## src/mclk_sel_pkg.sv

```systemverilog
package mclk_sel_pkg;

   // ---------------------------------------------------------------
   // Rates and timing
   // ---------------------------------------------------------------
   localparam int unsigned PCLK_KHZ       = 100000;
   localparam int unsigned MCLK_E1_KHZ    = 2048;
   localparam int unsigned MCLK_T1_KHZ    = 1544;
   localparam int unsigned E1_PERIOD_CYC  = PCLK_KHZ / MCLK_E1_KHZ;
   localparam int unsigned T1_PERIOD_CYC  = PCLK_KHZ / MCLK_T1_KHZ;
   localparam int unsigned PERIOD_TOL_CYC = 4;
   localparam int unsigned MCLK_LOSS_CYC  = 256;
   localparam logic [1:0]  STRAP_DONE     = 2'h3;

   // ---------------------------------------------------------------
   // Register map
   // ---------------------------------------------------------------
   localparam int unsigned ADDR_W      = 8;
   localparam logic [7:0]  ADDR_CTRL   = 8'h00;
   localparam logic [7:0]  ADDR_STATUS = 8'h04;

   localparam int unsigned CTRL_E1        = 0;
   localparam int unsigned CTRL_TXREF     = 1;
   localparam int unsigned CTRL_PAT_LSB   = 2;
   localparam int unsigned CTRL_PAT_W     = 3;
   localparam int unsigned CTRL_AUTO_ONES = 5;
   localparam int unsigned CTRL_AIS       = 6;
   localparam int unsigned CTRL_W         = 7;
   localparam logic [6:0]  CTRL_RST       = 7'h00;

   localparam int unsigned ST_LOS    = 0;
   localparam int unsigned ST_MLOST  = 1;
   localparam int unsigned ST_RATE   = 2;
   localparam int unsigned ST_IF_LSB = 3;
   localparam int unsigned ST_HIZ    = 5;
   localparam int unsigned ST_AUTO   = 6;

   // ---------------------------------------------------------------
   // Modes
   // ---------------------------------------------------------------
   typedef enum logic [1:0] {
      IF_HW     = 2'b00,
      IF_SERIAL = 2'b01,
      IF_MUX_A  = 2'b10,
      IF_MUX_B  = 2'b11
   } ctrl_if_e;

   typedef enum logic [2:0] {
      PAT_DATA  = 3'b000,
      PAT_ONES  = 3'b001,
      PAT_ZEROS = 3'b010,
      PAT_PRBS  = 3'b011,
      PAT_LB_UP = 3'b100,
      PAT_LB_DN = 3'b101
   } tx_pat_e;

endpackage : mclk_sel_pkg

```

## src/master_clock_and_mode_select.sv

```systemverilog
// Chosen here: the register addresses and register access over APB.
`timescale 1ns/1ns
// Behaviour
// - Reference is 2.048 MHz for E1, 1.544 MHz for T1/J1; software picks.
// - Reference ticks time clock recovery, jitter attenuator and control interface.
// - During loss of signal the receive clock comes from the reference.
// - Selected reference clocks all-ones, zeros, PRBS/QRSS and loopback codes.
// - Automatic all-ones and AIS are always timed from the reference.
// - Hardware mode times all-ones and PRBS/QRSS from the reference.
// - Lost reference puts both transmit line outputs into high impedance.
// - Loss-of-signal output goes high when receive signal is lost.
// - Loss-of-signal output returns low by itself when signal returns.
// - Two select pin levels choose which control interface is in charge.
// - Select 00 hardware, 01 serial, 10 and 11 multiplexed parallel styles.
module master_clock_and_mode_select #(
   parameter int unsigned MON_CNT_W = 9
) (
   // Clock and reset
   input  wire logic                   pclk,
   input  wire logic                   presetn,
   // APB slave
   input  wire logic [7:0]             paddr,
   input  wire logic                   psel,
   input  wire logic                   penable,
   input  wire logic                   pwrite,
   input  wire logic [31:0]            pwdata,
   output logic [31:0]                 prdata,
   output logic                        pready,
   output logic                        pslverr,
   // Asynchronous timing and status pins
   input  wire logic                   mclk_pin,
   input  wire logic                   tclk_pin,
   input  wire logic                   rx_rec_clk_pin,
   input  wire logic                   rx_sig_lost_pin,
   // Control straps and hardware-mode pins
   input  wire logic [1:0]             mode_pin,
   input  wire logic                   hw_tx_all_ones_pin,
   input  wire logic                   hw_prbs_pin,
   // Transmit line data from the encoder
   input  wire logic                   tx_pos,
   input  wire logic                   tx_neg,
   // Timing outputs
   output logic                        ref_tick,
   output logic                        rx_clk_o,
   output logic                        tx_ref_tick,
   output mclk_sel_pkg::tx_pat_e       tx_pattern,
   // Line driver outputs
   output logic                        tx_line_tip_o,
   output logic                        tx_line_tip_oe,
   output logic                        tx_line_ring_o,
   output logic                        tx_line_ring_oe,
   // Status outputs
   output logic                        los,
   output logic                        auto_tx_all_ones,
   output mclk_sel_pkg::ctrl_if_e      ctrl_if
);
   import mclk_sel_pkg::*;

   // ---------------------------------------------------------------
   // State
   // ---------------------------------------------------------------
   typedef struct packed {
      logic [1:0]        tclk_s;
      logic              tclk_prev;
      logic [1:0]        rec_s;
      logic [1:0]        los_s;
      logic [1:0]        hw_ones_s;
      logic [1:0]        hw_prbs_s;
      logic [1:0]        mode_s0;
      logic [1:0]        mode_s1;
      logic [1:0]        cap_cnt;
      ctrl_if_e          ctrl_if;
      logic [CTRL_W-1:0] ctrl;
      logic [31:0]       prdata;
      logic              los;
      logic              rx_clk;
      logic              tx_tick;
      tx_pat_e           pat;
      logic              tip;
      logic              tip_oe;
      logic              ring;
      logic              ring_oe;
      logic              ref_tick;
      logic              auto_ones;
   } top_s;

   localparam top_s TOP_RST = '{ctrl: CTRL_RST, ctrl_if: IF_HW, pat: PAT_DATA, default: '0};

   top_s    q;
   top_s    d;
   logic    mon_tick;
   logic    mon_lvl;
   logic    mon_lost;
   logic    mon_rate_err;
   logic    tclk_rise;
   logic    hw_mode;
   logic    auto_ones;
   logic    sys_force;
   logic    hw_force;
   logic    use_mclk;
   tx_pat_e pat_sel;
   logic    wr_ctrl;
   logic    unmapped;

   // ---------------------------------------------------------------
   // Reference clock monitor
   // ---------------------------------------------------------------
   mclk_monitor #(
      .CNT_W     (MON_CNT_W)
   ) u_mon (
      .pclk      (pclk),
      .presetn   (presetn),
      .mclk_pin  (mclk_pin),
      .e1_mode   (q.ctrl[CTRL_E1]),
      .mclk_tick (mon_tick),
      .mclk_lvl  (mon_lvl),
      .mclk_lost (mon_lost),
      .rate_err  (mon_rate_err)
   );

   // ---------------------------------------------------------------
   // Next state
   // ---------------------------------------------------------------
   always_comb begin
      d = q;

      // Pin synchronisers
      d.tclk_s    = {q.tclk_s[0], tclk_pin};
      d.tclk_prev = q.tclk_s[1];
      d.rec_s     = {q.rec_s[0], rx_rec_clk_pin};
      d.los_s     = {q.los_s[0], rx_sig_lost_pin};
      d.hw_ones_s = {q.hw_ones_s[0], hw_tx_all_ones_pin};
      d.hw_prbs_s = {q.hw_prbs_s[0], hw_prbs_pin};
      d.mode_s0   = mode_pin;
      d.mode_s1   = q.mode_s0;
      tclk_rise   = q.tclk_s[1] & ~q.tclk_prev;

      // Strap capture shortly after reset release, then frozen
      if (q.cap_cnt != STRAP_DONE) begin
         d.ctrl_if = ctrl_if_e'(q.mode_s1);
         d.cap_cnt = q.cap_cnt + 1'b1;
      end

      // Loss of signal follows the detector both ways
      d.los = q.los_s[1];

      // Receive clock source
      d.rx_clk = q.los ? mon_lvl : q.rec_s[1];

      // Control-interface timing reference
      d.ref_tick = mon_tick;

      // Transmit pattern and its timing reference
      hw_mode   = (q.ctrl_if == IF_HW);
      auto_ones = !hw_mode && q.ctrl[CTRL_AUTO_ONES] && q.los;
      sys_force = auto_ones || (!hw_mode && q.ctrl[CTRL_AIS]);
      hw_force  = hw_mode && (q.hw_ones_s[1] || q.hw_prbs_s[1]);
      if (hw_mode) begin
         if (q.hw_ones_s[1]) begin
            pat_sel = PAT_ONES;
         end else if (q.hw_prbs_s[1]) begin
            pat_sel = PAT_PRBS;
         end else begin
            pat_sel = PAT_DATA;
         end
      end else if (sys_force) begin
         pat_sel = PAT_ONES;
      end else begin
         case (q.ctrl[CTRL_PAT_LSB +: CTRL_PAT_W])
            PAT_ONES:  pat_sel = PAT_ONES;
            PAT_ZEROS: pat_sel = PAT_ZEROS;
            PAT_PRBS:  pat_sel = PAT_PRBS;
            PAT_LB_UP: pat_sel = PAT_LB_UP;
            PAT_LB_DN: pat_sel = PAT_LB_DN;
            default:   pat_sel = PAT_DATA;
         endcase
      end
      use_mclk = hw_force || sys_force
                 || (!hw_mode && pat_sel != PAT_DATA && q.ctrl[CTRL_TXREF]);
      d.tx_tick   = use_mclk ? mon_tick : tclk_rise;
      d.pat       = pat_sel;
      d.auto_ones = auto_ones;

      // Line drivers released only while the reference runs
      d.tip     = tx_pos;
      d.ring    = tx_neg;
      d.tip_oe  = !mon_lost;
      d.ring_oe = !mon_lost;

      // APB: write in access phase, read data prepared in setup
      wr_ctrl  = psel && penable && pwrite && (paddr == ADDR_CTRL);
      unmapped = (paddr != ADDR_CTRL) && (paddr != ADDR_STATUS);
      if (wr_ctrl) begin
         d.ctrl = pwdata[CTRL_W-1:0];
      end
      if (psel && !penable) begin
         d.prdata = 32'h0000_0000;
         if (paddr == ADDR_CTRL) begin
            d.prdata[CTRL_W-1:0] = q.ctrl;
         end else if (paddr == ADDR_STATUS) begin
            d.prdata[ST_LOS]             = q.los;
            d.prdata[ST_MLOST]           = mon_lost;
            d.prdata[ST_RATE]            = mon_rate_err;
            d.prdata[ST_IF_LSB +: 2]     = q.ctrl_if;
            d.prdata[ST_HIZ]             = !q.tip_oe;
            d.prdata[ST_AUTO]            = q.auto_ones;
         end
      end
   end

   always_ff @(posedge pclk or negedge presetn) begin
      if (!presetn) begin
         q <= TOP_RST;
      end else begin
         q <= d;
      end
   end

   // ---------------------------------------------------------------
   // Outputs
   // ---------------------------------------------------------------
   assign prdata           = q.prdata;
   assign pready           = 1'b1;
   assign pslverr          = psel && penable && unmapped;
   assign ref_tick         = q.ref_tick;
   assign rx_clk_o         = q.rx_clk;
   assign tx_ref_tick      = q.tx_tick;
   assign tx_pattern       = q.pat;
   assign tx_line_tip_o    = q.tip;
   assign tx_line_tip_oe   = q.tip_oe;
   assign tx_line_ring_o   = q.ring;
   assign tx_line_ring_oe  = q.ring_oe;
   assign los              = q.los;
   assign auto_tx_all_ones = q.auto_ones;
   assign ctrl_if          = q.ctrl_if;
endmodule : master_clock_and_mode_select

```

## src/mclk_monitor.sv

```systemverilog
`timescale 1ns/1ns
module mclk_monitor #(
   parameter int unsigned CNT_W = 9
) (
   // Clock and reset
   input  wire logic pclk,
   input  wire logic presetn,
   // Reference pin and rate select
   input  wire logic mclk_pin,
   input  wire logic e1_mode,
   // Derived timing
   output logic      mclk_tick,
   output logic      mclk_lvl,
   output logic      mclk_lost,
   output logic      rate_err
);
   import mclk_sel_pkg::*;

   typedef struct packed {
      logic [1:0]       sync;
      logic             prev;
      logic [CNT_W-1:0] idle;
      logic [CNT_W-1:0] period;
      logic             seen;
      logic             tick;
      logic             lost;
      logic             rate_err;
   } mon_s;

   localparam logic [CNT_W-1:0] LOSS_LIM = CNT_W'(MCLK_LOSS_CYC - 1);
   localparam logic [CNT_W-1:0] CNT_MAX  = '1;
   localparam mon_s             MON_RST  = '{lost: 1'b1, default: '0};

   mon_s q;
   mon_s d;
   logic edge_any;
   logic rise;

   function automatic logic in_window(input logic [CNT_W-1:0] meas,
                                      input int unsigned nom);
      return (32'(meas) + PERIOD_TOL_CYC >= nom) && (32'(meas) <= nom + PERIOD_TOL_CYC);
   endfunction : in_window

   // ---------------------------------------------------------------
   // Edge, loss and rate tracking
   // ---------------------------------------------------------------
   always_comb begin
      d        = q;
      d.sync   = {q.sync[0], mclk_pin};
      d.prev   = q.sync[1];
      edge_any = q.sync[1] ^ q.prev;
      rise     = q.sync[1] & ~q.prev;
      d.tick   = rise;
      if (edge_any) begin
         d.idle = '0;
         d.lost = 1'b0;
      end else if (q.idle >= LOSS_LIM) begin
         d.lost = 1'b1;
         d.seen = 1'b0;
      end else begin
         d.idle = q.idle + 1'b1;
      end
      // Period held as cycles minus one since the previous rise
      if (rise) begin
         if (q.seen) begin
            d.rate_err = e1_mode ? !in_window(q.period, E1_PERIOD_CYC - 1)
                                 : !in_window(q.period, T1_PERIOD_CYC - 1);
         end
         d.period = '0;
         d.seen   = 1'b1;
      end else if (q.period != CNT_MAX) begin
         d.period = q.period + 1'b1;
      end
   end

   always_ff @(posedge pclk or negedge presetn) begin
      if (!presetn) begin
         q <= MON_RST;
      end else begin
         q <= d;
      end
   end

   assign mclk_tick = q.tick;
   assign mclk_lvl  = q.sync[1];
   assign mclk_lost = q.lost;
   assign rate_err  = q.rate_err;
endmodule : mclk_monitor

```

## config.mk

```make
export PLATFORM = sky130hd
export DESIGN_NAME = master_clock_and_mode_select
export DESIGN_NICKNAME = d
export VERILOG_FILES = /design/src/mclk_sel_pkg.sv /design/src/master_clock_and_mode_select.sv /design/src/mclk_monitor.sv
export SDC_FILE = /design/constraint.sdc
export NUM_CORES = 1
export LEC_CHECK = 0
export ABC_AREA = 1
export ABC_CLOCK_PERIOD_IN_PS = 1900
export BUFFER_PORTS_ARGS = -buffer_cell sky130_fd_sc_hd__buf_2
export CAP_MARGIN = 20
export CORE_ASPECT_RATIO = 1.25
export CORE_UTILIZATION = 45
export DETAILED_ROUTE_END_ITERATION = 12
export PLACE_DENSITY = 0.71
export SLEW_MARGIN = 20
export SYNTH_ARGS = -nofsm -noshare
export SYNTH_HDL_FRONTEND = slang
export SYNTH_HIERARCHICAL = 1
export SYNTH_SLANG_ARGS = --single-unit
```

## constraint.sdc

```tcl
create_clock -name pclk -period 1.9 [get_ports pclk]
set_input_delay 0 -clock pclk [delete_from_list [all_inputs] [get_ports pclk]]
set_output_delay 0 -clock pclk [all_outputs]
set_load 0.02 [all_outputs]
```

==> impl_summary.txt, run 1 <==
----------------------------------------------------
[Clocking]
  TritonCTS clock tree ... done
  Count of clock tree sinks ... 69
  Total clock buffers created by CTS ... 9
  Maximum count of clock buffers along a single path ... 2
  Clock Root Buffer ... sky130_fd_sc_hd__clkbuf_8
  Clock slew at reported path FFs ... 0.08 ns
  H-Tree Depth ... 3
  Worst-skew pair later-pin latency ... 0.34 ns

[Setup path]
  Critical path data arrival time ... 2.04 ns
  Maximum fanout along the worst path ... 5
  CP Capture Type ... flip-flop
  Cell-by-cell trace of the critical path ... ha_1 -> inv_1 -> nor4_2 -> ha_2 -> nand2_4 -> nand3_4 -> nor2_4 -> nand2_2 -> nand2_1 -> inv_1 -> nor2_1
  Delay of the slowest critical-path stage ... 0.39 ns
  Critical setup path kind ... reg -> reg
  Most used cell, CP ... sky130_fd_sc_hd__inv_1
  Worst Setup Start Kind ... flip-flop
  Max stage delay cell, worst path ... sky130_fd_sc_hd__dfrtp_1
  Worst EP required ... 2.13 ns

[STA]
  Number of endpoints with negative hold slack in the final report ... 0
  Part of the cycle the worst path needs ... 0.954
  Tmin final ... 1.81 ns
  Transition time of the tightest slew-check pin ... 0.584 ns
  Largest clock skew in the final design ... 0.00874 ns
  Final-report max-slew violation count ... 0
  Number of failing setup endpoints in the final timing report ... 0
  Worst setup slack after layout ... 0.0880 ns
  Peak Freq ... 552 MHz
  Slew margin rel. ... 0.611

[Logic synthesis]
  FFs w/ async S/R, synth ... 1.00
  Number of enable-type register cells in the synthesized netlist ... 0
  Simple-gate share of the synthesized area ... 0.212
  Warnings from Yosys ... 6
  Area share of xor/xnor cells in the synthesized design ... 0.00510
  Average cell area after synthesis ... 8.89 sq um
  Total standard cell area after synthesis ... 3430 sq um
  Combinational family with the most area after synthesis ... simple AND/OR/NAND/NOR gates
  Share of synthesized area spent on multiplexers ... 0.00656
  Most used flip-flop cell after synthesis ... sky130_fd_sc_hd__dfrtp_1
  Area fraction in compound gates after synthesis ... 0.0828
  Number of cells produced by synthesis ... 386
  Register area share after synthesis ... 0.503
  Distinct cell type count after synthesis ... 34
  Adder-cell share of the synthesized area ... 0.0328
  Synth Register Bits ... 69

[Routing]
  Wire length on met1 ... 2690 um
  Post-detailed-route via-to-cell ratio ... 4.68
  Routed met2 length ... 3180 um
  Detailed Route Iter0 Violations ... 124
  Routed wire length per instance ... 11.3 um
  Routed Antenna Nets ... 0
  Total Wirelength ... 6270 um
  Pre-antenna DRT Iters ... 4
  Vias ... 2,604
  Met3 layer wire length in the routed design ... 284 um
  DRC violation count after routing ... 0
  Uppermost signal routing layer after detailed routing ... met4

[GRT]
  Number of global-route vias before repair ... 2,431
  Global route overflow ... 0
  Initial antenna violation count ... 0
  Largest net degree at the start of global routing ... 29
  Overall fraction of global-route tracks in use ... 0.170
  Global-route wire length before repair ... 10,400 um

[Power and ir drop]
  Cell Int Power ... 2640 uW
  Switching power ... 919 uW
  Worst supply voltage drop on vdd ... 494 uV
  Combinational share of power ... 0.135
  Sw frac ... 0.258
  Cell leakage power ... 0.00216 uW
  Clk network pwr share ... 0.405
  Total Power Consumption ... 3560 uW
  Power density over the cells ... 866 nW/um^2
  Proportion of power drawn by flip-flops and latches ... 0.460

[Cells and area]
  Cell Count, Final, Fillers Out ... 556
  Most frequent standard cell in the layout excluding fill and tap cells ... sky130_fd_sc_hd__nand2_1
  Most used cells in the layout excluding fill and tap cells ... 73 x sky130_fd_sc_hd__nand2_1, 68 x sky130_fd_sc_hd__dfrtp_1, 54 x sky130_fd_sc_hd__inv_1
  Antenna Diode Count ... 0
  Layout Area Growth over Synthesis ... 19.8%
  Number of filler instances in the final layout ... 670
  Ratio of cells with drive above 1 in the final layout ... 0.233
  Finished Cell Area ... 4110 sq um
  Net total in the final layout ... 523

[Floorplan]
  Die boundary height ... 99.6 um
  Number of primary I/O pins ... 103
  Number of rows created at floorplan ... 35
  Area of the die ... 7980 sq um
  Initial standard-cell utilization of the core ... 0.466
  Die width ... 80.1 um
  Std-Cell Core Area ... 7360 sq um

[Placed design]
  Placed wire-length estimate after detailed placement ... 4530 um
  Final weighted congestion in routability-driven placement ... 0.850
  Number of buffer cells added on primary ports ... 51
  Placed cell count ... 517
  Placement-stage cell area ... 3620 sq um
  Worst Setup Slack post-DPL ... 0.0445 ns

[Outcome]
  Result of the run ... complete, no violations

[Run]
  Number of max-capacitance violations reported ... 0

[Min path]
  Min-delay worst type ... in -> reg

----------------------------------------------------
[timing repair]
item / CTS / global route
buffers inserted: 0 / 4
hold endpoints to repair: 48 / 0
hold buffers: 19 / 0
gates resized for setup: 0 / 6
setup endpoints to repair: 0 / 17
[worst max-delay path, delay by kind of cell (launching register included)]
kind / cells / cell delay (ns)
simple gates: 7 / 0.66
buf+inv: 2 / 0.15
fa+ha+maj: 2 / 0.50
flops: 1 / 0.39
[power groups by stage]
stage | clock, uW | sequential (uW) | combinational, uW
2_1_floorplan | 0 | 1660 | 359
3_3_place_gp | 0 | 1660 | 438
3_5_place_dp | 0 | 1660 | 451
4_1_cts | 1490 | 1630 | 481
5_1_grt | 1540 | 1650 | 541
6_report | 1440 | 1640 | 482
[cell usage after synthesis (5+ instances only)]
cell / instances / share of area
sky130_fd_sc_hd__o21ai_2: 8 / 0.020
sky130_fd_sc_hd__nand2_2: 5 / 0.0091
sky130_fd_sc_hd__inv_1: 54 / 0.059
sky130_fd_sc_hd__nand2_1: 73 / 0.080
sky130_fd_sc_hd__ha_1: 9 / 0.033
sky130_fd_sc_hd__o21ai_0: 8 / 0.012
sky130_fd_sc_hd__nor2_1: 29 / 0.032
sky130_fd_sc_hd__nand3_1: 32 / 0.047
sky130_fd_sc_hd__buf_4: 39 / 0.085
sky130_fd_sc_hd__a21oi_1: 31 / 0.045
sky130_fd_sc_hd__dfrtp_1: 68 / 0.50
[metal layers]
| layer | track usage | up-vias |
|---|---|---|
| li1 | - | 1301 |
| met1 | 0.206 | 1224 |
| met5 | 0 | - |
| met2 | 0.285 | 71 |
| met4 | 0.0865 | 0 |
| met3 | 0.0330 | 8 |
[layout make-up]
class                      instances  area, sq um  share of cell area
clock inverter                     5          108              0.0262
inverter                          55          206              0.0502
timing repair buffer              81          528               0.128
sequential                        69         1730               0.420
clock buffer                      11          141              0.0344
tap                               92          115              0.0280
multi-input combinational        243         1290               0.313
[metrics by stage]
step / hold WS [ns] / setup TNS, ns / utilization
after global routing: 0.0141 / -0.0591 / 0.559
after CTS: 0.00244 / 0 / 0.552
after floorplan: -0.296 / 0 / -
after global placement: 0.0314 / 0 / 0.492
after detailed placement: 0.0335 / 0 / 0.492
final: 0.0162 / 0 / 0.559
[sequential cells by signal, indices dropped and copies added (netlist names), 2 cells and up]
name,flops
ctrl_if,2
d,9
prdata,7
q,15
tx_pattern,3
u_mon/q,20
[worst paths after layout]
kind	from	endpoint	slack [ns]	depth (start not counted)
max in group asynchronous	presetn	u_mon/q[12]$_DFFE_PN0P_	1.00	3
min in group asynchronous	presetn	ctrl_if[0]$_DFFE_PN0P_	0.19	2
hold reg to reg	d[56]$_DFF_PN0_	q[56]$_DFF_PN0_	0.34	0
hold / removal	paddr[1]	prdata[6]$_DFFE_PN0P_	0.02	4
setup / recovery	u_mon/q[4]$_DFFE_PN0P_	u_mon/q[11]$_DFFE_PN0P_	0.09	11
setup reg to reg	u_mon/q[4]$_DFFE_PN0P_	u_mon/q[11]$_DFFE_PN0P_	0.09	11
[cells by family after synthesis]
kind of cell             count (synthesis)
AO/OA/AOI/OAI                           50
XOR/XNOR                                 2
adder cells (fa/ha/maj)                  9
buffers and inverters                   98
flip-flops                              69
multiplexers                             2
other                                    2
AND/OR/NAND/NOR                        154
Note: power is estimated with default switching activity, not from simulation.
==> run 2: changes to the inputs <==
--- a/config.mk
+++ b/config.mk
@@ -10,9 +10,9 @@
 export BUFFER_PORTS_ARGS = -buffer_cell sky130_fd_sc_hd__buf_2
 export CAP_MARGIN = 20
 export CORE_ASPECT_RATIO = 1.25
-export CORE_UTILIZATION = 45
+export CORE_UTILIZATION = 52
 export DETAILED_ROUTE_END_ITERATION = 12
-export PLACE_DENSITY = 0.71
+export PLACE_DENSITY = 0.8
 export SLEW_MARGIN = 20
 export SYNTH_ARGS = -nofsm -noshare
 export SYNTH_HDL_FRONTEND = slang
==> run 2 against run 1 <==
  * Fmax rose by 0.77%
  * Non-clock buffer count increased by 6
  * Register-to-register slack barely moved
  * Die area decreased by 13%
  * Global-route usage is 4.4 points higher
  * Critical path depth did not move
  * Sequential power about the same
  * Via count is 2.4% higher
  * Clock skew grew 0.0040 ns
  * Combinational power rose by 4%
  * Critical endpoint unchanged
==> impl_summary.txt, run 2 (synthesis results as in run 1) <==
----------------------------------------------------
[Setup path]
  Worst EP required ... 2.14 ns (about the same)
  Maximum fanout along the worst path ... 5 (unchanged)
  CP Capture Type ... flip-flop
  Reg2reg setup slack ... 0.10 ns (about the same)
  Critical setup path kind ... reg -> reg
  Critical path data arrival time ... 2.04 ns (about the same)
  Worst Setup Start Kind ... flip-flop

[Cells and area]
  Net total in the final layout ... 530 (+1.3%)
  Largest register by flop count ... u_mon/q
  Most used cells in the layout excluding fill and tap cells ... 73 x sky130_fd_sc_hd__nand2_1, 68 x sky130_fd_sc_hd__dfrtp_1, 54 x sky130_fd_sc_hd__inv_1
  Number of filler instances in the final layout ... 512 (-24%)
  Utilization of the core after routing ... 0.651 (+0.0925)
  Flip-flop count of the largest register after layout ... 20 (unchanged)
  Ratio of cells with drive above 1 in the final layout ... 0.242 (+0.00928)
  Antenna Diode Count ... 0 (unchanged)
  Layout Area Growth over Synthesis ... 19.3%
  Finished Cell Area ... 4100 sq um (-0.43%)
  Most frequent standard cell in the layout excluding fill and tap cells ... sky130_fd_sc_hd__nand2_1

[Floorplan]
  Number of primary I/O pins ... 103 (unchanged)
  Area of the die ... 6930 sq um (-13%)
  Initial standard-cell utilization of the core ... 0.546 (+0.0795)
  Number of rows created at floorplan ... 32 (-8.6%)
  Std-Cell Core Area ... 6290 sq um (-15%)
  Die boundary height ... 92.8 um (-6.8%)
  Die width ... 74.7 um (-6.8%)

[STA]
  Sum of negative setup slack ... 0 ns (unchanged)
  Largest clock skew in the final design ... 0.0127 ns (+0.00398 ns)
  Final-report max-slew violation count ... 0 (unchanged)
  Slew margin rel. ... 0.626 (+0.0150)
  Peak Freq ... 556 MHz (+0.77%)
  Tmin final ... 1.80 ns (-0.0138 ns)
  Number of failing setup endpoints in the final timing report ... 0 (unchanged)
  Number of endpoints with negative hold slack in the final report ... 0 (unchanged)
  Worst setup slack after layout ... 0.102 ns (+0.0138 ns)
  Part of the cycle the worst path needs ... 0.946 (-0.00728)
  Transition time of the tightest slew-check pin ... 0.561 ns (-0.0226 ns)

[Power and ir drop]
  Clk network pwr share ... 0.332 (-0.073)
  Cell Int Power ... 2210 uW (-16%)
  Power density over the cells ... 778 nW/um^2 (-10%)
  Cell leakage power ... 0.00216 uW (about the same)
  Total Power Consumption ... 3190 uW (-11%)
  Combinational share of power ... 0.157 (+0.022)
  Switching power ... 972 uW (+5.8%)
  Proportion of power drawn by flip-flops and latches ... 0.512 (+0.052)
  Worst supply voltage drop on vdd ... 601 uV (+21%)
  Sw frac ... 0.305 (+0.0472)

[Placed design]
  Placed wire-length estimate after detailed placement ... 4560 um (+0.79%)
  Number of buffer cells added on primary ports ... 51 (unchanged)
  Placement-stage cell area ... 3620 sq um (about the same)
  Worst Setup Slack post-DPL ... 0.0225 ns (-0.0220 ns)
  Final weighted congestion in routability-driven placement ... 0.885 (+4.1%)

[Clocking]
  TritonCTS clock tree ... done
  Clock Root Buffer ... sky130_fd_sc_hd__clkbuf_8
  Clock slew at reported path FFs ... 0.09 ns (about the same)
  H-Tree Depth ... 3 (unchanged)
  Count of clock tree sinks ... 69 (unchanged)
  Worst-skew pair later-pin latency ... 0.35 ns (about the same)
  Maximum count of clock buffers along a single path ... 2 (unchanged)
  Total clock buffers created by CTS ... 9 (unchanged)

[GRT]
  Overall fraction of global-route tracks in use ... 0.214 (+0.0444)
  Global-route wire length before repair ... 11,100 um (+7.3%)
  Initial antenna violation count ... 0 (unchanged)
  Largest net degree at the start of global routing ... 26 (-10%)
  Global route overflow ... 0 (unchanged)
  Number of global-route vias before repair ... 2,564 (+5.5%)

[Routing]
  Total Wirelength ... 6800 um (+8.5%)
  Detailed Route Iter0 Violations ... 169 (+36%)
  Routed wire length per instance ... 12.2 um (+8.5%)
  Routed Antenna Nets ... 0 (unchanged)
  Pre-antenna DRT Iters ... 4 (unchanged)
  Post-detailed-route via-to-cell ratio ... 4.79 (+2.4%)
  DRC violation count after routing ... 0 (unchanged)
  Vias ... 2,666 (+2.4%)

[Min path]
  Min-delay worst type ... in -> reg

[Outcome]
  Result of the run ... complete, no violations

[Run]
  Number of max-capacitance violations reported ... 0 (unchanged)

----------------------------------------------------
## run 2: cell types whose count changed in the layout (fill, tap and decap cells not counted), moves of 2 or more
cell and change:
sky130_fd_sc_hd__buf_4 +3, sky130_fd_sc_hd__dlygate4sd3_1 +3, sky130_fd_sc_hd__clkinv_4 -2, sky130_fd_sc_hd__inv_6 +2, sky130_fd_sc_hd__clkinv_2 +2, sky130_fd_sc_hd__bufinv_16 -3, sky130_fd_sc_hd__clkinvlp_4 +3
## run 2: worst paths after layout
check / end / cells after the start / startpoint
min in group asynchronous: u_mon/q[16]$_DFFE_PN0P_ / 2 / presetn
hold reg to reg: q[60]$_DFF_PN0_ / 0 / d[60]$_DFF_PN0_
setup reg to reg: u_mon/q[11]$_DFFE_PN0P_ / 11 / u_mon/q[4]$_DFFE_PN0P_
hold / removal: prdata[4]$_DFFE_PN0P_ / 4 / paddr[0]
max in group asynchronous: q[49]$_DFFE_PN0P_ / 3 / presetn
setup / recovery: u_mon/q[11]$_DFFE_PN0P_ / 11 / u_mon/q[4]$_DFFE_PN0P_
## run 2: timing repair
action / CTS / global route
hold endpoints to repair: 46 / 0
buffers inserted: 0 / 6
setup endpoints to repair: 1 / 17
pin swaps: 0 / 2
gates cloned: 0 / 1
hold buffers: 22 / 0
resized for setup: 1 / 8
## run 2: final cells by class
cell class,count,area [sq um],area share
well taps,85,106,0.0260
clock inverters,7,50.0,0.0122
inverters,55,206,0.0504
repair buffers,87,581,0.142
multi-input cells,244,1300,0.317
flip-flops and latches,69,1730,0.422
clock buffers,9,124,0.0302
## run 2: through the flow
stage	hold slack (ns)	std cells
floorplan	-0.296	410
global placement	0.0240	511
detailed placement	0.0281	511
CTS	0.000411	549
global route	0.0277	556
finish	0.0220	556
## run 2: per-layer routing
layer,vias up,track usage,part of all wire
li1,1313,-,-
met3,8,0.0468,0.040
met1,1271,0.258,0.41
met5,-,0,0
met4,0,0.0755,0.013
met2,74,0.369,0.54
## run 2: power by group through the flow
stage / clock network, uW / logic (uW) / registers, uW
after floorplan: 0 / 359 / 1660
after global placement: 0 / 435 / 1660
after detailed placement: 0 / 448 / 1660
after CTS: 1090 / 485 / 1630
after global routing: 1140 / 559 / 1640
final: 1060 / 499 / 1630
## run 2: critical path: stages, from the launching register on
cell and delay (ns):
sky130_fd_sc_hd__dfrtp_1 0.37, sky130_fd_sc_hd__ha_1 0.20, sky130_fd_sc_hd__inv_1 0.10, sky130_fd_sc_hd__nor4_2 0.29, sky130_fd_sc_hd__ha_2 0.30, sky130_fd_sc_hd__nand2_4 0.08, sky130_fd_sc_hd__nand3_4 0.11, sky130_fd_sc_hd__nor2_4 0.06
sky130_fd_sc_hd__nand2_2 0.05, sky130_fd_sc_hd__nand2_1 0.05, sky130_fd_sc_hd__inv_1 0.05, sky130_fd_sc_hd__nor2_1 0.04
